[config.mk]
export PLATFORM = sky130hd
export DESIGN_NAME = dbc_charge_ctrl
export DESIGN_NICKNAME = d
export VERILOG_FILES = /design/src/hw/dbc_pkg.sv /design/src/hw/dbc_tick_gen.sv /design/src/hw/dbc_charge_ctrl.sv
export VERILOG_INCLUDE_DIRS = /design/src /design/src/hw
export SDC_FILE = /design/constraint.sdc
export NUM_CORES = 1
export LEC_CHECK = 0
export BUFFER_PORTS_ARGS = -buffer_cell sky130_fd_sc_hd__buf_2
export CAP_MARGIN = 20
export CORE_AREA = 4 4 117 147
export DETAILED_ROUTE_END_ITERATION = 7
export DIE_AREA = 0 0 121 151
export PLACE_DENSITY_LB_ADDON = 0.1
export SYNTH_ARGS = -nofsm -noshare
export SYNTH_HDL_FRONTEND = slang
export SYNTH_SLANG_ARGS = --single-unit
[constraint.sdc]
create_clock -name I_CLK -period 4.3 [get_ports I_CLK]
set_input_delay 1.29 -clock I_CLK [delete_from_list [all_inputs] [get_ports I_CLK]]
set_output_delay 1.29 -clock I_CLK [all_outputs]
set_load 0.1 [all_outputs]
[src/hw/dbc_defines.svh]
`ifndef DBC_DEFINES_SVH
`define DBC_DEFINES_SVH

// register offsets (7-bit register space)
`define DBC_ADDR_W          7
`define DBC_REG_ACTION      7'h40
`define DBC_REG_STATE       7'h41
`define DBC_REG_LIMIT       7'h42
`define DBC_REG_COUNT       7'h43
`define DBC_REG_MIN_ON      7'h44
`define DBC_REG_MIN_OFF     7'h45
`define DBC_REG_TRIM        7'h46
`define DBC_REG_COMMAND     7'h47

// command / status field layout
`define DBC_PHASE_LSB       0
`define DBC_PHASE_MSB       3
`define DBC_SRC_BIT         4
`define DBC_CURR_LSB        5
`define DBC_CURR_MSB        6
`define DBC_TFLAG_BIT       7

// action register bits
`define DBC_ACT_REARM       0
`define DBC_ACT_LAUNCH      1
`define DBC_ACT_TCLR        2
`define DBC_ACT_CCLR        3

// trim register fields
`define DBC_VTRIM_LSB       0
`define DBC_VTRIM_MSB       2
`define DBC_DUTY_LSB        3
`define DBC_DUTY_MSB        5

// phase codes
`define DBC_PH_OFF          4'h0
`define DBC_PH_PRE1         4'h1
`define DBC_PH_PRE2         4'h2
`define DBC_PH_PRE12        4'h3
`define DBC_PH_FAST1        4'h4
`define DBC_PH_FAST2        4'h5
`define DBC_PH_PULS1        4'h6
`define DBC_PH_PULS2        4'h7
`define DBC_PH_F1P2         4'h8
`define DBC_PH_F2P1         4'h9
`define DBC_PH_U1P2         4'ha
`define DBC_PH_U2P1         4'hb
`define DBC_PH_LAST         4'hb

// per-battery mode encoding
`define DBC_MODE_OFF        2'h0
`define DBC_MODE_PRE        2'h1
`define DBC_MODE_FAST       2'h2
`define DBC_MODE_PULSE      2'h3

// timing
`define DBC_CLK_NS          50
`define DBC_TICK_NS         2000000
`define DBC_TICK_MS         2
`define DBC_UNIT_S          210
`define DBC_UNIT_TICKS      ((`DBC_UNIT_S * 1000) / `DBC_TICK_MS)
`define DBC_WDOG_TICKS      1000

// reset values
`define DBC_RST_BYTE        8'h00

`endif

[src/hw/dbc_pkg.sv]
package dbc_pkg;

  // pulsed-charge gate states, one-hot
  typedef enum logic [1:0] {
    DBC_PS_ON  = 2'b01,
    DBC_PS_OFF = 2'b10
  } dbc_pstate_e;

  typedef struct packed {
    logic [3:0]  phase;
    logic        src;
    logic [1:0]  curr;
    logic [7:0]  limit;
    logic [7:0]  count;
    logic [16:0] unit;
    logic        run;
    logic        tim_flag;
    logic        chg_flag;
    logic [7:0]  min_on;
    logic [7:0]  min_off;
    logic [2:0]  vtrim;
    logic [2:0]  duty;
    dbc_pstate_e pstate;
    logic [7:0]  pcnt;
    logic [15:0] wdog;
    logic [7:0]  rdata;
    logic        rvalid;
    logic        sync1;
    logic        sync2;
    logic [1:0]  bat1;
    logic [1:0]  bat2;
  } dbc_state_s;

endpackage

[src/hw/dbc_tick_gen.sv]
`timescale 1ns/1ps
`include "dbc_defines.svh"

module dbc_tick_gen #(
  parameter int TICK_CYC = `DBC_TICK_NS / `DBC_CLK_NS
) (
  // clock, reset and enable
  input  wire logic I_CLK,
  input  wire logic I_RST_N,
  input  wire logic I_CE,
  // time base
  output logic      o_tick
);

  logic [31:0] cnt_ff;
  logic [31:0] nxt_cnt;
  logic        tick_ff;
  logic        nxt_tick;

  // free running divider, one pulse per period
  always_comb begin
    nxt_tick = 1'b0;
    nxt_cnt  = cnt_ff + 32'h1;
    if (cnt_ff >= 32'(TICK_CYC - 1)) begin
      nxt_cnt  = 32'h0;
      nxt_tick = 1'b1;
    end
  end

  always_ff @(posedge I_CLK or negedge I_RST_N) begin
    if (!I_RST_N) begin
      cnt_ff  <= 32'h0;
      tick_ff <= 1'b0;
    end else if (I_CE) begin
      cnt_ff  <= nxt_cnt;
      tick_ff <= nxt_tick;
    end
  end

  assign o_tick = tick_ff & I_CE;

endmodule

[src/hw/dbc_charge_ctrl.sv]
`timescale 1ns/1ps
`include "dbc_defines.svh"

module dbc_charge_ctrl #(
  parameter int TICK_CYC   = `DBC_TICK_NS / `DBC_CLK_NS,
  parameter int WDOG_TICKS = `DBC_WDOG_TICKS,
  parameter int UNIT_TICKS = `DBC_UNIT_TICKS
) (
  // clock, reset, enable
  input  wire logic                   I_CLK,
  input  wire logic                   I_RST_N,
  input  wire logic                   I_CE,
  // register port
  input  wire logic                   I_WR_EN,
  input  wire logic                   I_RD_EN,
  input  wire logic [`DBC_ADDR_W-1:0] I_ADDR,
  input  wire logic [7:0]             I_WDATA,
  output logic      [7:0]             O_RDATA,
  output logic                        O_RVALID,
  // charger pins
  input  wire logic                   I_CHARGE_SUSPEND_IN,
  output logic                        O_IRQ_N_OUT,
  // analogue charger controls
  output logic      [1:0]             O_BAT1_MODE,
  output logic      [1:0]             O_BAT2_MODE,
  output logic                        O_PULSE_GATE,
  output logic                        O_SRC_USB,
  output logic      [1:0]             O_CURRENT_CODE,
  output logic      [2:0]             O_VOLTAGE_CODE,
  output logic      [2:0]             O_DUTY_CODE
);

  dbc_pkg::dbc_state_s st_ff;
  dbc_pkg::dbc_state_s nxt_st;
  logic                tick;

  ////////////////////////////////////////////////////////////////////////////
  // functions

  // phase code to per-battery modes {bat2, bat1}
  function automatic logic [3:0] phase_modes(input logic [3:0] ph);
    logic [3:0] m;
    m = {`DBC_MODE_OFF, `DBC_MODE_OFF};
    case (ph)
      `DBC_PH_PRE1:  m = {`DBC_MODE_OFF, `DBC_MODE_PRE};
      `DBC_PH_PRE2:  m = {`DBC_MODE_PRE, `DBC_MODE_OFF};
      `DBC_PH_PRE12: m = {`DBC_MODE_PRE, `DBC_MODE_PRE};
      `DBC_PH_FAST1: m = {`DBC_MODE_OFF, `DBC_MODE_FAST};
      `DBC_PH_FAST2: m = {`DBC_MODE_FAST, `DBC_MODE_OFF};
      `DBC_PH_PULS1: m = {`DBC_MODE_OFF, `DBC_MODE_PULSE};
      `DBC_PH_PULS2: m = {`DBC_MODE_PULSE, `DBC_MODE_OFF};
      `DBC_PH_F1P2:  m = {`DBC_MODE_PRE, `DBC_MODE_FAST};
      `DBC_PH_F2P1:  m = {`DBC_MODE_FAST, `DBC_MODE_PRE};
      `DBC_PH_U1P2:  m = {`DBC_MODE_PRE, `DBC_MODE_PULSE};
      `DBC_PH_U2P1:  m = {`DBC_MODE_PULSE, `DBC_MODE_PRE};
      default:       m = {`DBC_MODE_OFF, `DBC_MODE_OFF};
    endcase
    return m;
  endfunction

  // status byte in command layout plus expiry flag
  function automatic logic [7:0] status_byte(input dbc_pkg::dbc_state_s s);
    logic [7:0] b;
    b = `DBC_RST_BYTE;
    b[`DBC_PHASE_MSB:`DBC_PHASE_LSB] = s.phase;
    b[`DBC_SRC_BIT]                  = s.src;
    b[`DBC_CURR_MSB:`DBC_CURR_LSB]   = s.curr;
    b[`DBC_TFLAG_BIT] = s.tim_flag & (s.limit != 8'h00);
    return b;
  endfunction

  // status byte as a net, so checks can pick bits from it
  logic [7:0] status_now;
  assign status_now = status_byte(st_ff);

  ////////////////////////////////////////////////////////////////////////////
  // 2 ms time base

  dbc_tick_gen #(
    .TICK_CYC (TICK_CYC)
  ) u_tick (
    .I_CLK   (I_CLK),
    .I_RST_N (I_RST_N),
    .I_CE    (I_CE),
    .o_tick  (tick)
  );

  ////////////////////////////////////////////////////////////////////////////
  // next-state logic

  logic       wr_cmd;
  logic       wr_act;
  logic       wr_lim;
  logic       pulsing;
  logic       unit_done;
  logic       expire;
  logic       wdog_bite;
  logic [3:0] modes;

  always_comb begin
    nxt_st    = st_ff;
    wr_cmd    = I_WR_EN && (I_ADDR == `DBC_REG_COMMAND);
    wr_act    = I_WR_EN && (I_ADDR == `DBC_REG_ACTION);
    wr_lim    = I_WR_EN && (I_ADDR == `DBC_REG_LIMIT);
    unit_done = 1'b0;
    expire    = 1'b0;
    wdog_bite = 1'b0;
    modes     = 4'h0;
    pulsing   = 1'b0;

    // suspend pin synchroniser
    nxt_st.sync1 = I_CHARGE_SUSPEND_IN;
    nxt_st.sync2 = st_ff.sync1;

    // command register, unused codes stored as off
    if (wr_cmd) begin
      if (I_WDATA[`DBC_PHASE_MSB:`DBC_PHASE_LSB] > `DBC_PH_LAST) begin
        nxt_st.phase = `DBC_PH_OFF;
      end else begin
        nxt_st.phase = I_WDATA[`DBC_PHASE_MSB:`DBC_PHASE_LSB];
      end
      nxt_st.src  = I_WDATA[`DBC_SRC_BIT];
      nxt_st.curr = I_WDATA[`DBC_CURR_MSB:`DBC_CURR_LSB];
    end

    // plain settings registers
    if (I_WR_EN && (I_ADDR == `DBC_REG_MIN_ON)) begin
      nxt_st.min_on = I_WDATA;
    end
    if (I_WR_EN && (I_ADDR == `DBC_REG_MIN_OFF)) begin
      nxt_st.min_off = I_WDATA;
    end
    if (I_WR_EN && (I_ADDR == `DBC_REG_TRIM)) begin
      nxt_st.vtrim = I_WDATA[`DBC_VTRIM_MSB:`DBC_VTRIM_LSB];
      nxt_st.duty  = I_WDATA[`DBC_DUTY_MSB:`DBC_DUTY_LSB];
    end

    // safety limit, zero stops the timer
    if (wr_lim) begin
      nxt_st.limit = I_WDATA;
      if (I_WDATA == 8'h00) begin
        nxt_st.run = 1'b0;
      end
    end

    // safety timer, counts 210 s units while running
    if (st_ff.run && tick) begin
      if (st_ff.unit == 17'(UNIT_TICKS - 1)) begin
        nxt_st.unit = 17'h0;
        unit_done   = 1'b1;
      end else begin
        nxt_st.unit = st_ff.unit + 17'h1;
      end
    end
    if (unit_done) begin
      nxt_st.count = st_ff.count + 8'h1;
      if ((st_ff.count + 8'h1) >= st_ff.limit) begin
        expire     = st_ff.limit != 8'h00;
        nxt_st.run = 1'b0;
      end
    end

    // launch restarts from zero
    if (wr_act && I_WDATA[`DBC_ACT_LAUNCH] && !expire) begin
      nxt_st.run   = (wr_lim ? I_WDATA : st_ff.limit) != 8'h00;
      nxt_st.count = 8'h00;
      nxt_st.unit  = 17'h0;
    end

    // watchdog, counts ticks only while charging
    if (wr_act && I_WDATA[`DBC_ACT_REARM]) begin
      nxt_st.wdog = 16'h0;
    end else if (st_ff.phase == `DBC_PH_OFF) begin
      nxt_st.wdog = 16'h0;
    end else if (tick) begin
      if (st_ff.wdog >= 16'(WDOG_TICKS - 1)) begin
        wdog_bite   = 1'b1;
        nxt_st.wdog = 16'h0;
      end else begin
        nxt_st.wdog = st_ff.wdog + 16'h1;
      end
    end

    // interrupt flags, set wins over clear
    nxt_st.tim_flag = (st_ff.tim_flag & ~(wr_act & I_WDATA[`DBC_ACT_TCLR])) | expire;
    nxt_st.chg_flag = (st_ff.chg_flag & ~(wr_act & I_WDATA[`DBC_ACT_CCLR])) | wdog_bite;

    // expiry or watchdog bite ends charging
    if (expire || wdog_bite) begin
      nxt_st.phase = `DBC_PH_OFF;
    end

    // battery modes, suspended by pin
    modes = phase_modes(nxt_st.phase);
    if (st_ff.sync2) begin
      modes = {`DBC_MODE_OFF, `DBC_MODE_OFF};
    end
    nxt_st.bat1 = modes[1:0];
    nxt_st.bat2 = modes[3:2];
    pulsing = (st_ff.bat1 == `DBC_MODE_PULSE) || (st_ff.bat2 == `DBC_MODE_PULSE);

    // pulsed charge on/off minimum intervals
    if (!pulsing) begin
      nxt_st.pstate = dbc_pkg::DBC_PS_ON;
      nxt_st.pcnt   = 8'h00;
    end else if (tick) begin
      case (st_ff.pstate)
        dbc_pkg::DBC_PS_ON: begin
          if (st_ff.pcnt >= st_ff.min_on) begin
            nxt_st.pstate = dbc_pkg::DBC_PS_OFF;
            nxt_st.pcnt   = 8'h00;
          end else begin
            nxt_st.pcnt = st_ff.pcnt + 8'h1;
          end
        end
        dbc_pkg::DBC_PS_OFF: begin
          if (st_ff.pcnt >= st_ff.min_off) begin
            nxt_st.pstate = dbc_pkg::DBC_PS_ON;
            nxt_st.pcnt   = 8'h00;
          end else begin
            nxt_st.pcnt = st_ff.pcnt + 8'h1;
          end
        end
        default: begin
          nxt_st.pstate = dbc_pkg::DBC_PS_ON;
          nxt_st.pcnt   = 8'h00;
        end
      endcase
    end

    // register read port, one cycle latency
    nxt_st.rvalid = I_RD_EN;
    if (I_RD_EN) begin
      case (I_ADDR)
        `DBC_REG_STATE:   nxt_st.rdata = status_now;
        `DBC_REG_COUNT:   nxt_st.rdata = st_ff.count;
        `DBC_REG_MIN_ON:  nxt_st.rdata = st_ff.min_on;
        `DBC_REG_MIN_OFF: nxt_st.rdata = st_ff.min_off;
        `DBC_REG_TRIM:    nxt_st.rdata = {2'h0, st_ff.duty, st_ff.vtrim};
        default:          nxt_st.rdata = `DBC_RST_BYTE;
      endcase
    end
  end

  ////////////////////////////////////////////////////////////////////////////
  // state register

  always_ff @(posedge I_CLK or negedge I_RST_N) begin
    if (!I_RST_N) begin
      st_ff        <= '0;
      st_ff.pstate <= dbc_pkg::DBC_PS_ON;
    end else if (I_CE) begin
      st_ff <= nxt_st;
    end
  end

  ////////////////////////////////////////////////////////////////////////////
  // outputs

  assign O_RDATA        = st_ff.rdata;
  assign O_RVALID       = st_ff.rvalid;
  assign O_IRQ_N_OUT    = ~(st_ff.tim_flag | st_ff.chg_flag);
  assign O_BAT1_MODE    = st_ff.bat1;
  assign O_BAT2_MODE    = st_ff.bat2;
  assign O_PULSE_GATE   = st_ff.pstate == dbc_pkg::DBC_PS_ON;
  assign O_SRC_USB      = st_ff.src;
  assign O_CURRENT_CODE = st_ff.curr;
  assign O_VOLTAGE_CODE = st_ff.vtrim;
  assign O_DUTY_CODE    = st_ff.duty;
endmodule

==> metrics <==
fin. max-slew vios=0; sequential area share after synthesis=44.6%; IO Port Bufs=44; Yosys cell types=71; outcome=finished, final reports clean; Yosys warning count=0; Switch Pwr=0.893 mW; RSZ-0062 raised after global routing=false; CTS Root Cell=clkbuf_16; io pins=45; CTS tree=built; sequential share of power=~44%; post-synthesis compound-gate area fraction=around 14%; core area=15,900 um^2; FP Rows=52; initial antenna violation count=0; fill cell count=1,434; Slew @ Worst Pin=0.970 ns; # Post-CTS Setup Buffers=0; vias in the first global route=roughly 6,000; largest net degree at the start of global routing=approximately 110; Cell Count Post-Placement=around 1,000; global-route wire length before repair=roughly 31,000 um; Clk pwr share=between 40% and 50%; P_leak=3.99 nW; DRT Wirelength=around 18,000 um; Crit-path slowest cell=dfrtp_1; Post-Synth Adder-Cell Area=5.13%; wire length per cell=around 17 um; Post-CTS Resized=0; area added between synthesis and finish=11.5%; Final Setup Violations=0; Worst setup SP type=flip-flop; Placer Congestion=between 0.8 and 0.9; Setup TNS=0 ns; # nets final=about 900; mux contribution to synthesized area=~5.3%; critical path, cell by cell=nand3_1 > nor2_1 > and3_1 > xor2_1 > ha_1 > a21oi_1 > o21ai_0 > a21oi_1 > nor3b_4 > or4_4 > o32ai_2; crit path time final=approximately 3.2 ns; Max Fclk=roughly 320 MHz; top_reg_cell synth=dfrtp_1; Rel. slew slack=a little over a third; Peak VDD IR=0.000255 V; Hold Vio Cnt, Final=0; DRC=0; post-synthesis xor/xnor area fraction=under 10%; worst hold slack=between 0.4 and 0.5 ns; crit path kind=reg2reg; Simple-Gate Fraction of Synth Area=about a fifth; Core Util, Final=a little over half; P per Cell Area=between 300 and 400 nW/um^2; Post-synth EDFFs=0; Total GRT Usage=21.2%; Post-Synthesis Cell Area=between 7000 and 8000 um^2; switching share of power=a little over a quarter; Initial Utilization=48.9%; pre-CTS WS=roughly 0.96 ns; die width=between 100 and 150 um; H-tree depth=4; Clock Path Buffers=2; die height=approximately 150 um; post-DP HPWL=roughly 13,000 um; Layout Skew=approximately 0.007 ns; period utilization=about 74%; #FFs+latches synth=between 100 and 150; CP peak stage delay=0.49 ns; DIE AREA=around 18,000 um^2; Max Cap Viol=0; antenna viol nets, final=0; mean number of vias per cell=between 5 and 6; largest family of logic cells by synthesized area=simple AND/OR/NAND/NOR gates; nature of the critical path endpoint=flip-flop; drt first pass iters=6; CP arrival=between 3 and 4 ns; CP Data Required Time=between 4 and 5 ns; final cell count without fillers=1,077; 1st-iter DRT viols=approximately 470; Int Power=about 2.4 mW; CTS Hold Bufs=0; n_diodes=0; Async S/R FF share, synth=100%; most frequent CP cell=a21oi_1; Worst-path clk slew=0.06 ns; Clk Latency, worst-skew pair=around 0.42 ns; Syn Inst Count=between 800 and 900; # clock sinks=between 100 and 150; total number of vias=~6,000; peak fanout along the critical path=6; share of cells above drive strength 1=16.5%; syn_area_per_cell=roughly 9.5 um^2; worst min path class=reg2reg; Gate power share=a little over a tenth; post-synth net total=between 800 and 900; total gr overflow=0; final setup margin=roughly 1.1 ns; TritonCTS Buffers=17
-- power by group through the flow --
stage	combinational (mW)	clock [mW]	sequential (mW)
2_1_floorplan	0.259	0	1.46
3_3_place_gp	0.352	0	1.47
4_1_cts	0.366	1.54	1.45
6_report	0.361	1.50	1.45
5_1_grt	0.404	1.60	1.46
3_5_place_dp	0.365	0	1.47
-- stage by stage --
| stage | power [mW] | instance area, um^2 |
|---|---|---|
| 6_report | 3.32 | 8700 |
| 5_1_grt | 3.46 | 8700 |
| 4_1_cts | 3.36 | 8700 |
| 3_5_place_dp | 1.84 | 8090 |
| 3_3_place_gp | 1.82 | 8090 |
| 2_1_floorplan | 1.72 | 7800 |
-- cell families after synthesis --
logic type,after synthesis
AO/OA/AOI/OAI,169
AND/OR/NAND/NOR,317
buffers and inverters,89
multiplexers,37
XOR/XNOR,37
flip-flops,139
adder cells (fa/ha/maj),32
-- area by class of cell --
class                   instances  area (um^2)  area share [%]
clock buffers                  19          443            5.09
clock inverters                13          165            1.90
inverters                      45          169            1.94
multi-input cells             592         3880            44.6
flip-flops and latches        139         3480            40.0
well taps                     216          270            3.11
repair buffers                 53          294            3.38
-- routing by layer --
metal	routed length, um	global-route usage, %	vias to the layer above
met1	8020	26.7	2997
met3	601	3.55	23
met5	0	0	-
met2	9430	37.2	105
met4	297	7.03	0
li1	-	-	2966
-- cells in the mapped netlist, types with 3 or more instances --
library cell / count / area share, %
a41oi_1: 3 / 0.34
dfrtp_1: 138 / 44
mux2i_1: 4 / 0.51
and4_1: 6 / 0.67
nand3_1: 38 / 2.4
nor2_1: 82 / 3.9
and2_1: 12 / 0.96
o21ai_0: 73 / 4.7
nand4_1: 8 / 0.64
xnor2_1: 14 / 1.6
o211ai_1: 7 / 0.67
a22o_1: 14 / 1.6
buf_4: 21 / 2.0
o2bb2ai_1: 3 / 0.34
nor2b_1: 9 / 0.72
ha_1: 32 / 5.1
nand2b_1: 7 / 0.56
xor2_1: 23 / 2.6
a31oi_1: 12 / 0.96
buf_2: 3 / 0.19
a211oi_1: 3 / 0.29
clkbuf_1: 15 / 0.72
a21o_1: 3 / 0.29
nor4b_4: 3 / 0.91
mux2_2: 33 / 4.8
nand2_1: 84 / 4.0
inv_1: 44 / 2.1
nor4_1: 17 / 1.4
a221oi_1: 7 / 0.79
nor3_1: 13 / 0.83
and3_1: 12 / 0.96
a21oi_1: 20 / 1.3
o31ai_1: 6 / 0.58
-- critical path, delay by kind of cell, from the launching register on --
family | cells | cell delay, ns
adders and majority gates | 1 | 0.27
and+or+nand+nor | 5 | 1.21
xor gates and xnor gates | 1 | 0.20
DFF | 1 | 0.49
AOI/OAI and AO/OA | 4 | 0.89
-- path summary, 6_finish.rpt --
kind,from,endpoint,slack (ns),cells after the start
max in group asynchronous,I_RST_N,st_ff[62]$_DFFE_PN0P_,2.49,2
min in group asynchronous,I_RST_N,st_ff[40]$_DFFE_PN0P_,0.98,1
worst min-delay path,O_RDATA[0]$_DFFE_PN0P_,O_RDATA[0]$_DFFE_PN0P_,0.47,2
worst min register to register,O_RDATA[0]$_DFFE_PN0P_,O_RDATA[0]$_DFFE_PN0P_,0.47,2
worst max-delay path,st_ff[83]$_DFFE_PN0P_,O_BAT2_MODE[1]$_DFFE_PN0P_,1.14,11
worst max register to register,st_ff[83]$_DFFE_PN0P_,O_BAT2_MODE[1]$_DFFE_PN0P_,1.14,11
-- registers in the layout (all words and copies together), names as in the netlist --
register        count
O_RDATA             8
O_RVALID            1
u_tick.cnt_ff      32
O_CURRENT_CODE      2
u_tick.tick_ff      1
O_VOLTAGE_CODE      3
O_BAT1_MODE         2
O_DUTY_CODE         3
O_BAT2_MODE         2
nxt_st              1
st_ff              83
O_SRC_USB           1
-- placed cells by master (no fill, tap or decap), types with 13 or more instances in the layout --
cell       instances
a21oi_1           20
a22o_1            14
buf_2             43
clkbuf_16         17
dfrtp_1          138
ha_1              32
inv_1             44
mux2_2            33
nand2_1           84
nand3_1           38
nor2_1            82
nor3_1            13
nor4_1            17
o21ai_0           73
xnor2_1           14
xor2_1            23
No activity file was read; power rests on OpenSTA's default activity.
